## src/include/tec_defines.svh

```systemverilog
// Purpose: Offsets, field positions, reset values and timing counts
// Assumes: 32-bit APB, byte addresses
// Notes: Counter n sits at CNT_BASE + n * 0x20
`ifndef TEC_DEFINES_SVH
`define TEC_DEFINES_SVH
`define TEC_NUM 8
`define TEC_AW 12
`define TEC_OFF_CTRL 12'h000
`define TEC_OFF_TIME 12'h004
`define TEC_OFF_NV 12'h008
`define TEC_CNT_PAGE 4'h1
`define TEC_OFF_PRESET 5'h00
`define TEC_OFF_COMPARE 5'h04
`define TEC_OFF_COUNT 5'h08
`define TEC_OFF_FROZEN 5'h0c
`define TEC_OFF_FTIME 5'h10
`define TEC_OFF_FLAGS 5'h14
`define TEC_RST_CTRL 8'h00
`define TEC_RST_VAL 32'h0000_0000
`define TEC_NV_RESTORE_BIT 0
`define TEC_CLK_PERIOD_NS 25
`define TEC_TICK_NS 1000000000
`define TEC_TICK_CYCLES (`TEC_TICK_NS / `TEC_CLK_PERIOD_NS)
`endif

```

## src/include/tec_pkg.sv

```systemverilog
// Purpose: Types shared by the event counter bank
// Assumes: Eight counters
// Notes: Operand groups are one bit per counter
package tec_pkg;
    typedef struct packed {
        logic [7:0] up;
        logic [7:0] down;
        logic [7:0] inhibit;
        logic [7:0] load_preset_select;
        logic [7:0] clear_req;
        logic [7:0] capture_and_clear;
        logic [7:0] capture_and_continue;
    } tec_ops_t;
    typedef struct packed {
        logic [7:0] count_above_compare;
        logic [7:0] count_equals_compare;
        logic [7:0] count_under_compare;
    } tec_flags_t;
    typedef enum logic [1:0] {
        TEC_IDLE = 2'b01,
        TEC_ACK = 2'b10
    } tec_bus_t;
    typedef enum logic [3:0] {
        TEC_R_CTRL, TEC_R_TIME, TEC_R_NV, TEC_R_PRESET, TEC_R_COMPARE,
        TEC_R_COUNT, TEC_R_FROZEN, TEC_R_FTIME, TEC_R_FLAGS, TEC_R_NONE
    } tec_reg_t;
endpackage : tec_pkg

```

## src/verilog/tec_top.sv

```systemverilog
// Purpose: Bank of eight signed up/down transition counters with APB access
// Assumes: Operands come from logic on the same clock
// Notes: Time base counts seconds, loadable by software
//
// Notes on behaviour
// - Eight identical counters, each configured on its own.
// - Only low-to-high transitions of count inputs change the count.
// - Up edge adds one; maximum wraps to minimum.
// - Down edge subtracts one; minimum wraps to maximum.
// - Inhibit stops counting and forces all output flags inactive.
// - Count compared with compare value; above, equal, under flags exclusive.
// - On enable, load preset if select high, else zero.
// - While running, select rising edge loads preset; falling edge ignored.
// - Clear request loads preset if select high, else zero.
// - Capture-and-clear freezes count with time, then zeroes count.
// - Capture-and-continue freezes count with time, count unchanged.
// - Count, frozen count and frozen time always readable.
// - Signed preset held per counter, loadable before or while running.
// - Power loss saves count and frozen count; restore brings them back.
`timescale 1ns/1ps
`include "tec_defines.svh"

module tec_top import tec_pkg::*; #(
    parameter int TICK_CYCLES = `TEC_TICK_CYCLES
) (
    // Clock and reset
    input wire logic clock,
    input wire logic resetn,
    // APB slave
    input wire logic psel,
    input wire logic penable,
    input wire logic pwrite,
    input wire logic [`TEC_AW-1:0] paddr,
    input wire logic [31:0] pwdata,
    output logic [31:0] prdata,
    output logic pready,
    output logic pslverr,
    // Count operands
    input wire tec_ops_t ops,
    // Power-fail pin, low while supply is being lost
    input wire logic power_fail_n,
    // Comparison flags
    output tec_flags_t flags
);

    // ==================================================
    // Reset release
    logic rst_s1_r;
    logic rst_n;
    always_ff @(posedge clock or negedge resetn) begin
        if (!resetn) begin
            rst_s1_r <= 1'b0;
            rst_n <= 1'b0;
        end else begin
            rst_s1_r <= 1'b1;
            rst_n <= rst_s1_r;
        end
    end

    // ==================================================
    // Address decode
    function automatic tec_reg_t tec_dec(input logic [`TEC_AW-1:0] a);
        tec_reg_t r;
        r = TEC_R_NONE;
        if (a[11:8] == `TEC_CNT_PAGE) begin
            unique case (a[4:0])
                `TEC_OFF_PRESET: r = TEC_R_PRESET;
                `TEC_OFF_COMPARE: r = TEC_R_COMPARE;
                `TEC_OFF_COUNT: r = TEC_R_COUNT;
                `TEC_OFF_FROZEN: r = TEC_R_FROZEN;
                `TEC_OFF_FTIME: r = TEC_R_FTIME;
                `TEC_OFF_FLAGS: r = TEC_R_FLAGS;
                default: r = TEC_R_NONE;
            endcase
        end else if (a == `TEC_OFF_CTRL) begin
            r = TEC_R_CTRL;
        end else if (a == `TEC_OFF_TIME) begin
            r = TEC_R_TIME;
        end else if (a == `TEC_OFF_NV) begin
            r = TEC_R_NV;
        end
        return r;
    endfunction : tec_dec

    // ==================================================
    // Bus handshake: one wait state, write lands on the pready edge
    tec_bus_t st_r, st_nxt;
    tec_reg_t sel;
    logic [2:0] idx;
    logic wr_go;
    logic [31:0] rd_data, prdata_nxt;
    logic pslverr_nxt;
    logic signed [31:0] cnt_r [8];
    logic signed [31:0] frz_r [8];
    logic [31:0] ftm_r [8];
    logic signed [31:0] preset_r [8];
    logic signed [31:0] cmp_r [8];
    logic [7:0] en_r;
    logic [31:0] time_r;
    logic nv_valid_r;
    tec_flags_t flags_r;

    assign sel = tec_dec(paddr);
    assign idx = paddr[7:5];
    assign wr_go = (st_r == TEC_ACK) && psel && penable && pwrite;

    always_comb begin
        rd_data = 32'h0000_0000;
        unique case (sel)
            TEC_R_CTRL: rd_data = {24'h00_0000, en_r};
            TEC_R_TIME: rd_data = time_r;
            TEC_R_NV: rd_data = {31'h0000_0000, nv_valid_r};
            TEC_R_PRESET: rd_data = preset_r[idx];
            TEC_R_COMPARE: rd_data = cmp_r[idx];
            TEC_R_COUNT: rd_data = cnt_r[idx];
            TEC_R_FROZEN: rd_data = frz_r[idx];
            TEC_R_FTIME: rd_data = ftm_r[idx];
            TEC_R_FLAGS: rd_data = {29'h0000_0000, flags_r.count_under_compare[idx],
                flags_r.count_equals_compare[idx], flags_r.count_above_compare[idx]};
            TEC_R_NONE: rd_data = 32'h0000_0000;
        endcase
    end

    always_comb begin
        st_nxt = TEC_IDLE;
        prdata_nxt = prdata;
        pslverr_nxt = 1'b0;
        if (st_r == TEC_IDLE && psel && penable) begin
            st_nxt = TEC_ACK;
            prdata_nxt = pwrite ? 32'h0000_0000 : rd_data;
            pslverr_nxt = (sel == TEC_R_NONE);
        end
    end

    always_ff @(posedge clock or negedge rst_n) begin
        if (!rst_n) begin
            st_r <= TEC_IDLE;
            prdata <= 32'h0000_0000;
            pready <= 1'b0;
            pslverr <= 1'b0;
        end else begin
            st_r <= st_nxt;
            prdata <= prdata_nxt;
            pready <= (st_nxt == TEC_ACK);
            pslverr <= pslverr_nxt;
        end
    end

    // ==================================================
    // Settings and time base
    logic [7:0] en_nxt;
    logic [31:0] time_nxt;
    logic [31:0] presc_r, presc_nxt;
    logic signed [31:0] preset_nxt [8];
    logic signed [31:0] cmp_nxt [8];
    logic nv_restore;

    assign nv_restore = wr_go && (sel == TEC_R_NV) && pwdata[`TEC_NV_RESTORE_BIT];

    always_comb begin
        en_nxt = en_r;
        time_nxt = time_r;
        presc_nxt = presc_r + 32'h0000_0001;
        for (int k = 0; k < `TEC_NUM; k++) begin
            preset_nxt[k] = preset_r[k];
            cmp_nxt[k] = cmp_r[k];
        end
        if (presc_r == 32'(TICK_CYCLES - 1)) begin
            presc_nxt = 32'h0000_0000;
            time_nxt = time_r + 32'h0000_0001;
        end
        if (wr_go) begin
            if (sel == TEC_R_CTRL) begin
                en_nxt = pwdata[7:0];
            end
            if (sel == TEC_R_TIME) begin
                time_nxt = pwdata;
                presc_nxt = 32'h0000_0000;
            end
            if (sel == TEC_R_PRESET) begin
                preset_nxt[idx] = pwdata;
            end
            if (sel == TEC_R_COMPARE) begin
                cmp_nxt[idx] = pwdata;
            end
        end
    end

    always_ff @(posedge clock or negedge rst_n) begin
        if (!rst_n) begin
            en_r <= `TEC_RST_CTRL;
            time_r <= `TEC_RST_VAL;
            presc_r <= `TEC_RST_VAL;
            for (int k = 0; k < `TEC_NUM; k++) begin
                preset_r[k] <= `TEC_RST_VAL;
                cmp_r[k] <= `TEC_RST_VAL;
            end
        end else begin
            en_r <= en_nxt;
            time_r <= time_nxt;
            presc_r <= presc_nxt;
            for (int k = 0; k < `TEC_NUM; k++) begin
                preset_r[k] <= preset_nxt[k];
                cmp_r[k] <= cmp_nxt[k];
            end
        end
    end

    // ==================================================
    // Power-fail pin filter and retention store
    logic pf_s1_r, pf_s2_r, pf_s3_r, pf_lvl_r, pf_lvl_nxt, pf_save;
    logic signed [31:0] nv_cnt_r [8];
    logic signed [31:0] nv_frz_r [8];

    always_comb begin
        pf_lvl_nxt = pf_lvl_r;
        if (pf_s2_r == pf_s3_r) begin
            pf_lvl_nxt = pf_s3_r;
        end
    end
    assign pf_save = pf_lvl_r && !pf_lvl_nxt;

    always_ff @(posedge clock or negedge rst_n) begin
        if (!rst_n) begin
            pf_s1_r <= 1'b1;
            pf_s2_r <= 1'b1;
            pf_s3_r <= 1'b1;
            pf_lvl_r <= 1'b1;
        end else begin
            pf_s1_r <= power_fail_n;
            pf_s2_r <= pf_s1_r;
            pf_s3_r <= pf_s2_r;
            pf_lvl_r <= pf_lvl_nxt;
        end
    end

    // save on power loss; store is kept through reset
    always_ff @(posedge clock) begin
        if (pf_save) begin
            nv_valid_r <= 1'b1;
            for (int k = 0; k < `TEC_NUM; k++) begin
                nv_cnt_r[k] <= cnt_r[k];
                nv_frz_r[k] <= frz_r[k];
            end
        end
    end

    // ==================================================
    // Counters
    tec_ops_t prev_r;
    logic [7:0] en_prev_r;
    logic signed [31:0] cnt_nxt [8];
    logic signed [31:0] frz_nxt [8];
    logic [31:0] ftm_nxt [8];
    logic [2:0] flg_nxt [8];

    for (genvar i = 0; i < `TEC_NUM; i++) begin : g_cnt
        logic up_e, dn_e, sel_e, clr_e, cc_e, ck_e, live;
        assign up_e = ops.up[i] && !prev_r.up[i];
        assign dn_e = ops.down[i] && !prev_r.down[i];
        assign sel_e = ops.load_preset_select[i] && !prev_r.load_preset_select[i];
        assign clr_e = ops.clear_req[i] && !prev_r.clear_req[i];
        assign cc_e = ops.capture_and_clear[i] && !prev_r.capture_and_clear[i];
        assign ck_e = ops.capture_and_continue[i] && !prev_r.capture_and_continue[i];
        assign live = en_r[i] && !ops.inhibit[i];

        always_comb begin
            cnt_nxt[i] = cnt_r[i];
            frz_nxt[i] = frz_r[i];
            ftm_nxt[i] = ftm_r[i];
            if (nv_restore) begin
                cnt_nxt[i] = nv_cnt_r[i];
                frz_nxt[i] = nv_frz_r[i];
            end else if (en_r[i] && !en_prev_r[i]) begin
                cnt_nxt[i] = ops.load_preset_select[i] ? preset_r[i] : `TEC_RST_VAL;
            end else if (en_r[i]) begin
                if (cc_e || ck_e) begin
                    frz_nxt[i] = cnt_r[i];
                    ftm_nxt[i] = time_r;
                end
                if (cc_e) begin
                    cnt_nxt[i] = `TEC_RST_VAL;
                end else if (clr_e) begin
                    cnt_nxt[i] = ops.load_preset_select[i] ? preset_r[i] : `TEC_RST_VAL;
                end else if (sel_e) begin
                    cnt_nxt[i] = preset_r[i];
                end else if (!ops.inhibit[i] && up_e && !dn_e) begin
                    cnt_nxt[i] = cnt_r[i] + 32'sd1;
                end else if (!ops.inhibit[i] && dn_e && !up_e) begin
                    cnt_nxt[i] = cnt_r[i] - 32'sd1;
                end
            end
        end

        always_comb begin
            flg_nxt[i] = 3'h0;
            if (live) begin
                flg_nxt[i] = (cnt_r[i] > cmp_r[i]) ? 3'h1 : (cnt_r[i] == cmp_r[i]) ? 3'h2 : 3'h4;
            end
        end
    end

    always_ff @(posedge clock or negedge rst_n) begin
        if (!rst_n) begin
            prev_r <= '0;
            en_prev_r <= 8'h00;
            flags_r <= '0;
            for (int k = 0; k < `TEC_NUM; k++) begin
                cnt_r[k] <= `TEC_RST_VAL;
                frz_r[k] <= `TEC_RST_VAL;
                ftm_r[k] <= `TEC_RST_VAL;
            end
        end else begin
            prev_r <= ops;
            en_prev_r <= en_r;
            for (int k = 0; k < `TEC_NUM; k++) begin
                cnt_r[k] <= cnt_nxt[k];
                frz_r[k] <= frz_nxt[k];
                ftm_r[k] <= ftm_nxt[k];
                flags_r.count_above_compare[k] <= flg_nxt[k][0];
                flags_r.count_equals_compare[k] <= flg_nxt[k][1];
                flags_r.count_under_compare[k] <= flg_nxt[k][2];
            end
        end
    end

    assign flags = flags_r;

endmodule : tec_top
```

## config.mk

```make
export PLATFORM = sky130hd
export DESIGN_NAME = tec_top
export DESIGN_NICKNAME = d
export VERILOG_FILES = /design/src/include/tec_pkg.sv /design/src/verilog/tec_top.sv
export VERILOG_INCLUDE_DIRS = /design/src /design/src/include
export SDC_FILE = /design/constraint.sdc
export NUM_CORES = 2
export LEC_CHECK = 0
export ABC_AREA = 1
export BUFFER_PORTS_ARGS = -buffer_cell sky130_fd_sc_hd__buf_2
export CAP_MARGIN = 10
export CELL_PAD_IN_SITES_DETAIL_PLACEMENT = 0
export CELL_PAD_IN_SITES_GLOBAL_PLACEMENT = 1
export CORE_MARGIN = 8
export CORE_UTILIZATION = 44
export CTS_CLUSTER_DIAMETER = 60
export CTS_CLUSTER_SIZE = 10
export DETAILED_ROUTE_END_ITERATION = 16
export MAX_ROUTING_LAYER = met4
export PLACE_DENSITY_LB_ADDON = 0.25
export SYNTH_ARGS = -nofsm -noshare
export SYNTH_HDL_FRONTEND = slang
export SYNTH_SLANG_ARGS = --single-unit
```

## constraint.sdc

```tcl
create_clock -name clock -period 44.2 [get_ports clock]
set_input_delay 2.21 -clock clock [delete_from_list [all_inputs] [get_ports clock]]
set_output_delay 2.21 -clock clock [all_outputs]
set_load 0.02 [all_outputs]
```

==> results <==
- The flow ran to the end, and the final reports show no timing, DRC or antenna violations.
- The biggest cell delay along the critical path is 770 ps.
- For this design the static power due to leakage is 58.1 nW.
- Including well taps, the total number of placed cells is 17460.
- The final weighted congestion of routability-driven global placement is 1.17.
- For this design, the slowest cell found on the critical path is sky130_fd_sc_hd__buf_4.
- Among the stages of the critical path, the cell type that occurs most often is sky130_fd_sc_hd__buf_4.
- The most common cell after layout, fill and taps aside is sky130_fd_sc_hd__nand2_1.
- Setup repair after global routing left no endpoint under its margin.
- The number of cells in the finished layout apart from fillers is 18040.
- The I/O pin count is 164.
- The relative slew slack is 0.659%.
- The synthesized area per cell is 7.87 sq um.
- Power spread over the standard cell area amounts to 34.7 nW/um^2.
- STA classifies the critical path startpoint as an input port.
- The library cells used most frequently in the layout, excluding fill and tap cells, are 4000 x sky130_fd_sc_hd__nand2_1, 1537 x sky130_fd_sc_hd__o21ai_0, 1467 x sky130_fd_sc_hd__dfrtp_1.
- In the synthesized netlist the dominant register cell turns out to be sky130_fd_sc_hd__dfrtp_1.
- The worst path uses 14.9% of the clock period.
- The die covers 274000 sq um.
- Global routing used 45.5% of the available tracks across all layers.
- Based on the critical path, the design can be clocked at up to 0.152 GHz.
- IR analysis of the VDD net gives a maximum drop of 33.4 uV.
- The maximum fanout along the worst path is 55.
- The synthesis-stage register bit count is 1985.
- The number of failing hold endpoints at the final stage is 0.
- In this run, the number of DRC markers left after iteration 0 of detailed routing was 19061.
- Dividing the detail-routed wire length by the instance count gives 34.8 microns.
- Entering global routing, the biggest net connects 154 pins.
- The required time reported for the critical path endpoint is 44970 ps.
- The core region is 256000 sq um.
- The number of antenna violations at the first check in global routing is 90.
- From left edge to right edge, the die measures 523 microns.
- The net count of the mapped netlist is 15054.
- The total via count after detailed routing is 115032.
- The clock root buffer is sky130_fd_sc_hd__clkbuf_16.
- The unique cell type count in the Yosys netlist is 57.
- The clock-pin slew of the registers on the worst-case setup and hold paths is 60 ps.
- The transition at the pin with the smallest max-transition slack is 1490 ps.
- Setup violations remaining at the end of the flow were counted as 0.
- The area of the mapped netlist is 113000 sq um.
- The maximum clock path buffer count is 4.
- The proportion of synthesized flip-flops having asynchronous set or reset is 74.2%.
- The routed design could run at a clock period as short as 6590 ps.
- From synthesis to final layout, the design area changed by 11.0%.
- Summed over all nets, the half-perimeter wirelength after detailed placement is 458000 microns.
- The number of global-route vias before repair is 103425.
- The first global-routing pass estimated 849000 microns of wire.
- Global routing finished with a remaining overflow of 0.
- The max-slew violation total from the final report came to 0.
- The number of synthesis warnings is 0.
- The count of flip-flops with a built-in enable after synthesis is 512.
- The sequential-to-total area share from yosys stat is 46.2%.
- The worst path arrival time is 7360 ps.
- Setup total negative slack on the finished layout was measured at 0 ps.
- The critical setup path kind is in -> reg.
- The number of max-cap violations is 0.
- Counting every sink on the clock net gives 1985.
- The share of final-layout standard cells stronger than drive strength 1 is 6.15%.
- The CTS tree is done.
- Clock skew on the completed layout was measured at 60.4 ps.
- Post-CTS repair changed the size of 0 cells.
- The critical path capture point type is a flop.
- The wire length reported by the detailed router is 627000 microns.
- The net count of the finished layout is 14998.
- The cell count after synthesis is 14386.
- The path class of the tightest hold or removal check is reg -> reg.
- The number of buffers created by CTS is 243.
- The count of input and output buffers is 163.
- The number of detailed-routing iterations run before antenna repair is 9.
- Buffers added to address setup during post-CTS repair amount to 0.
- The final routed DRC violation total is 0.
- In this run, post-CTS hold repair placed 0 buffers.
- At the later pin of the worst-skew pair, clock insertion delay measures 980 ps.
- In the routed layout, each cell is associated on average with a via count of 6.38.
- The die span in y is 523 microns.
- The post-detailed-route count of antenna-violating nets is 0.
- The initial cell density of the core is 44.2%.
- The count of standard-cell rows is 186.
- The critical path goes through buf_2, nor2_1, nand2_4, nor3_1, nand3_1, nor3_2, buf_4, buf_4, buf_4, buf_4, nor2_4, buf_4, nand2_1, o211ai_1.
- The H-tree was split into 4 levels.
==> layer usage <==
| layer | up-vias | routed length (microns) | global-route usage (%) |
|---|---|---|---|
| met1 | 55773 | 234000 | 56.6 |
| met4 | 0 | 60000 | 34.8 |
| li1 | 48934 | - | - |
| met5 | - | 0 | - |
| met2 | 8408 | 250000 | 60.9 |
| met3 | 1917 | 83100 | 14.8 |
==> flip-flops by register name, summed over array words and instances, names as in the netlist, 8 cells and up <==
register and count:
cmp_r 256, cnt_r 256, time_r 32, flags 24
prev_r 48, frz_r 256, nv_cnt_r 256, presc_r 32
preset_r 256, ftm_r 256, prdata 32, en_prev_r 8
en_r 8, nv_frz_r 256
==> layout make-up <==
type                    instances  area, sq um
clock inverters                44          519
flip-flops and latches       1985        52200
multi-input cells           10536        54100
clock buffers                 394         6890
repair buffers                430         2980
inverters                    1134         4260
well taps                    3384         4230
fillers                     24823       131000
diodes                        133          333
==> final timing paths <==
path                       startpoint  slack [ps]  cells past startpoint         end
setup reg to reg              st_r[0]       39030                     10  ftm_r[144]
setup / recovery             paddr[7]       37610                     14  frz_r[130]
hold reg to reg              rst_s1_r         350                      0       rst_n
min in group asynchronous       rst_n         460                      0  ftm_r[125]
hold / removal               rst_s1_r         350                      0       rst_n
max in group asynchronous       rst_n       39740                      4  cnt_r[152]
==> metrics by stage <==
| step | area (sq um) | worst slack, ps | total power [W] | hold WS (ps) | utilization [%] |
|---|---|---|---|---|---|
| detailed placement | 118000 | 36950 | 0.00242 | 338 | 45.9 |
| global placement | 118000 | 37000 | 0.00242 | 338 | 45.9 |
| finish | 126000 | 37610 | 0.00435 | 346 | 49.0 |
| global route | 125000 | 37620 | 0.00444 | 349 | 49.0 |
| floorplan | 113000 | 108 | 0.00226 | 331 | - |
| CTS | 125000 | 37890 | 0.00433 | 349 | 48.8 |
==> logic make-up after synthesis <==
kind of cell	synth area share [%]
xor+xnor	1.01
simple gates	23.6
buf+inv	6.24
other cells	0.00331
compound gates	16.7
flops	46.2
fa+ha+maj	6.28
==> where the power goes <==
part,switching [W],total [W],internal [W]
registers,0.0000145,0.00193,0.00192
logic,0.000372,0.000482,0.000110
clock network,0.000852,0.00194,0.00109
==> cell usage after synthesis, drive strengths merged, types with 5 or more instances <==
cell type	number	area, sq um
o21ai	1582	7920
buf	97	425
a221oi	39	342
nor3	167	836
nand2	4032	15200
clkbuf	634	2380
a41oi	5	43.8
o21a	34	255
a31oi	109	682
clkinv	17	63.8
edfxtp	512	15400
a21oi	822	4110
or2	68	425
and3	7	43.8
o2111ai	32	280
nor4	78	503
a21o	12	90.1
a211oi	42	315
nor3b	5	37.5
ha	554	6930
nor2	1003	3770
xor2	56	490
inv	1117	4190
o221ai	18	158
nand3	886	4440
dfrtp	1468	36700
o21bai	46	345
a22oi	46	345
o22a	11	96.3
nand4	77	482
dfstp	5	131
fa	8	160
nand3b	115	863
xnor2	75	657
o22ai	412	2580
o211ai	160	1200
a21boi	17	128
==> critical path: cells and delay by family <==
family	cells	cell delay [ps]
buf+inv	6	3100
compound gates	1	110
simple gates	7	1610
(Power assumes the default switching activity.)
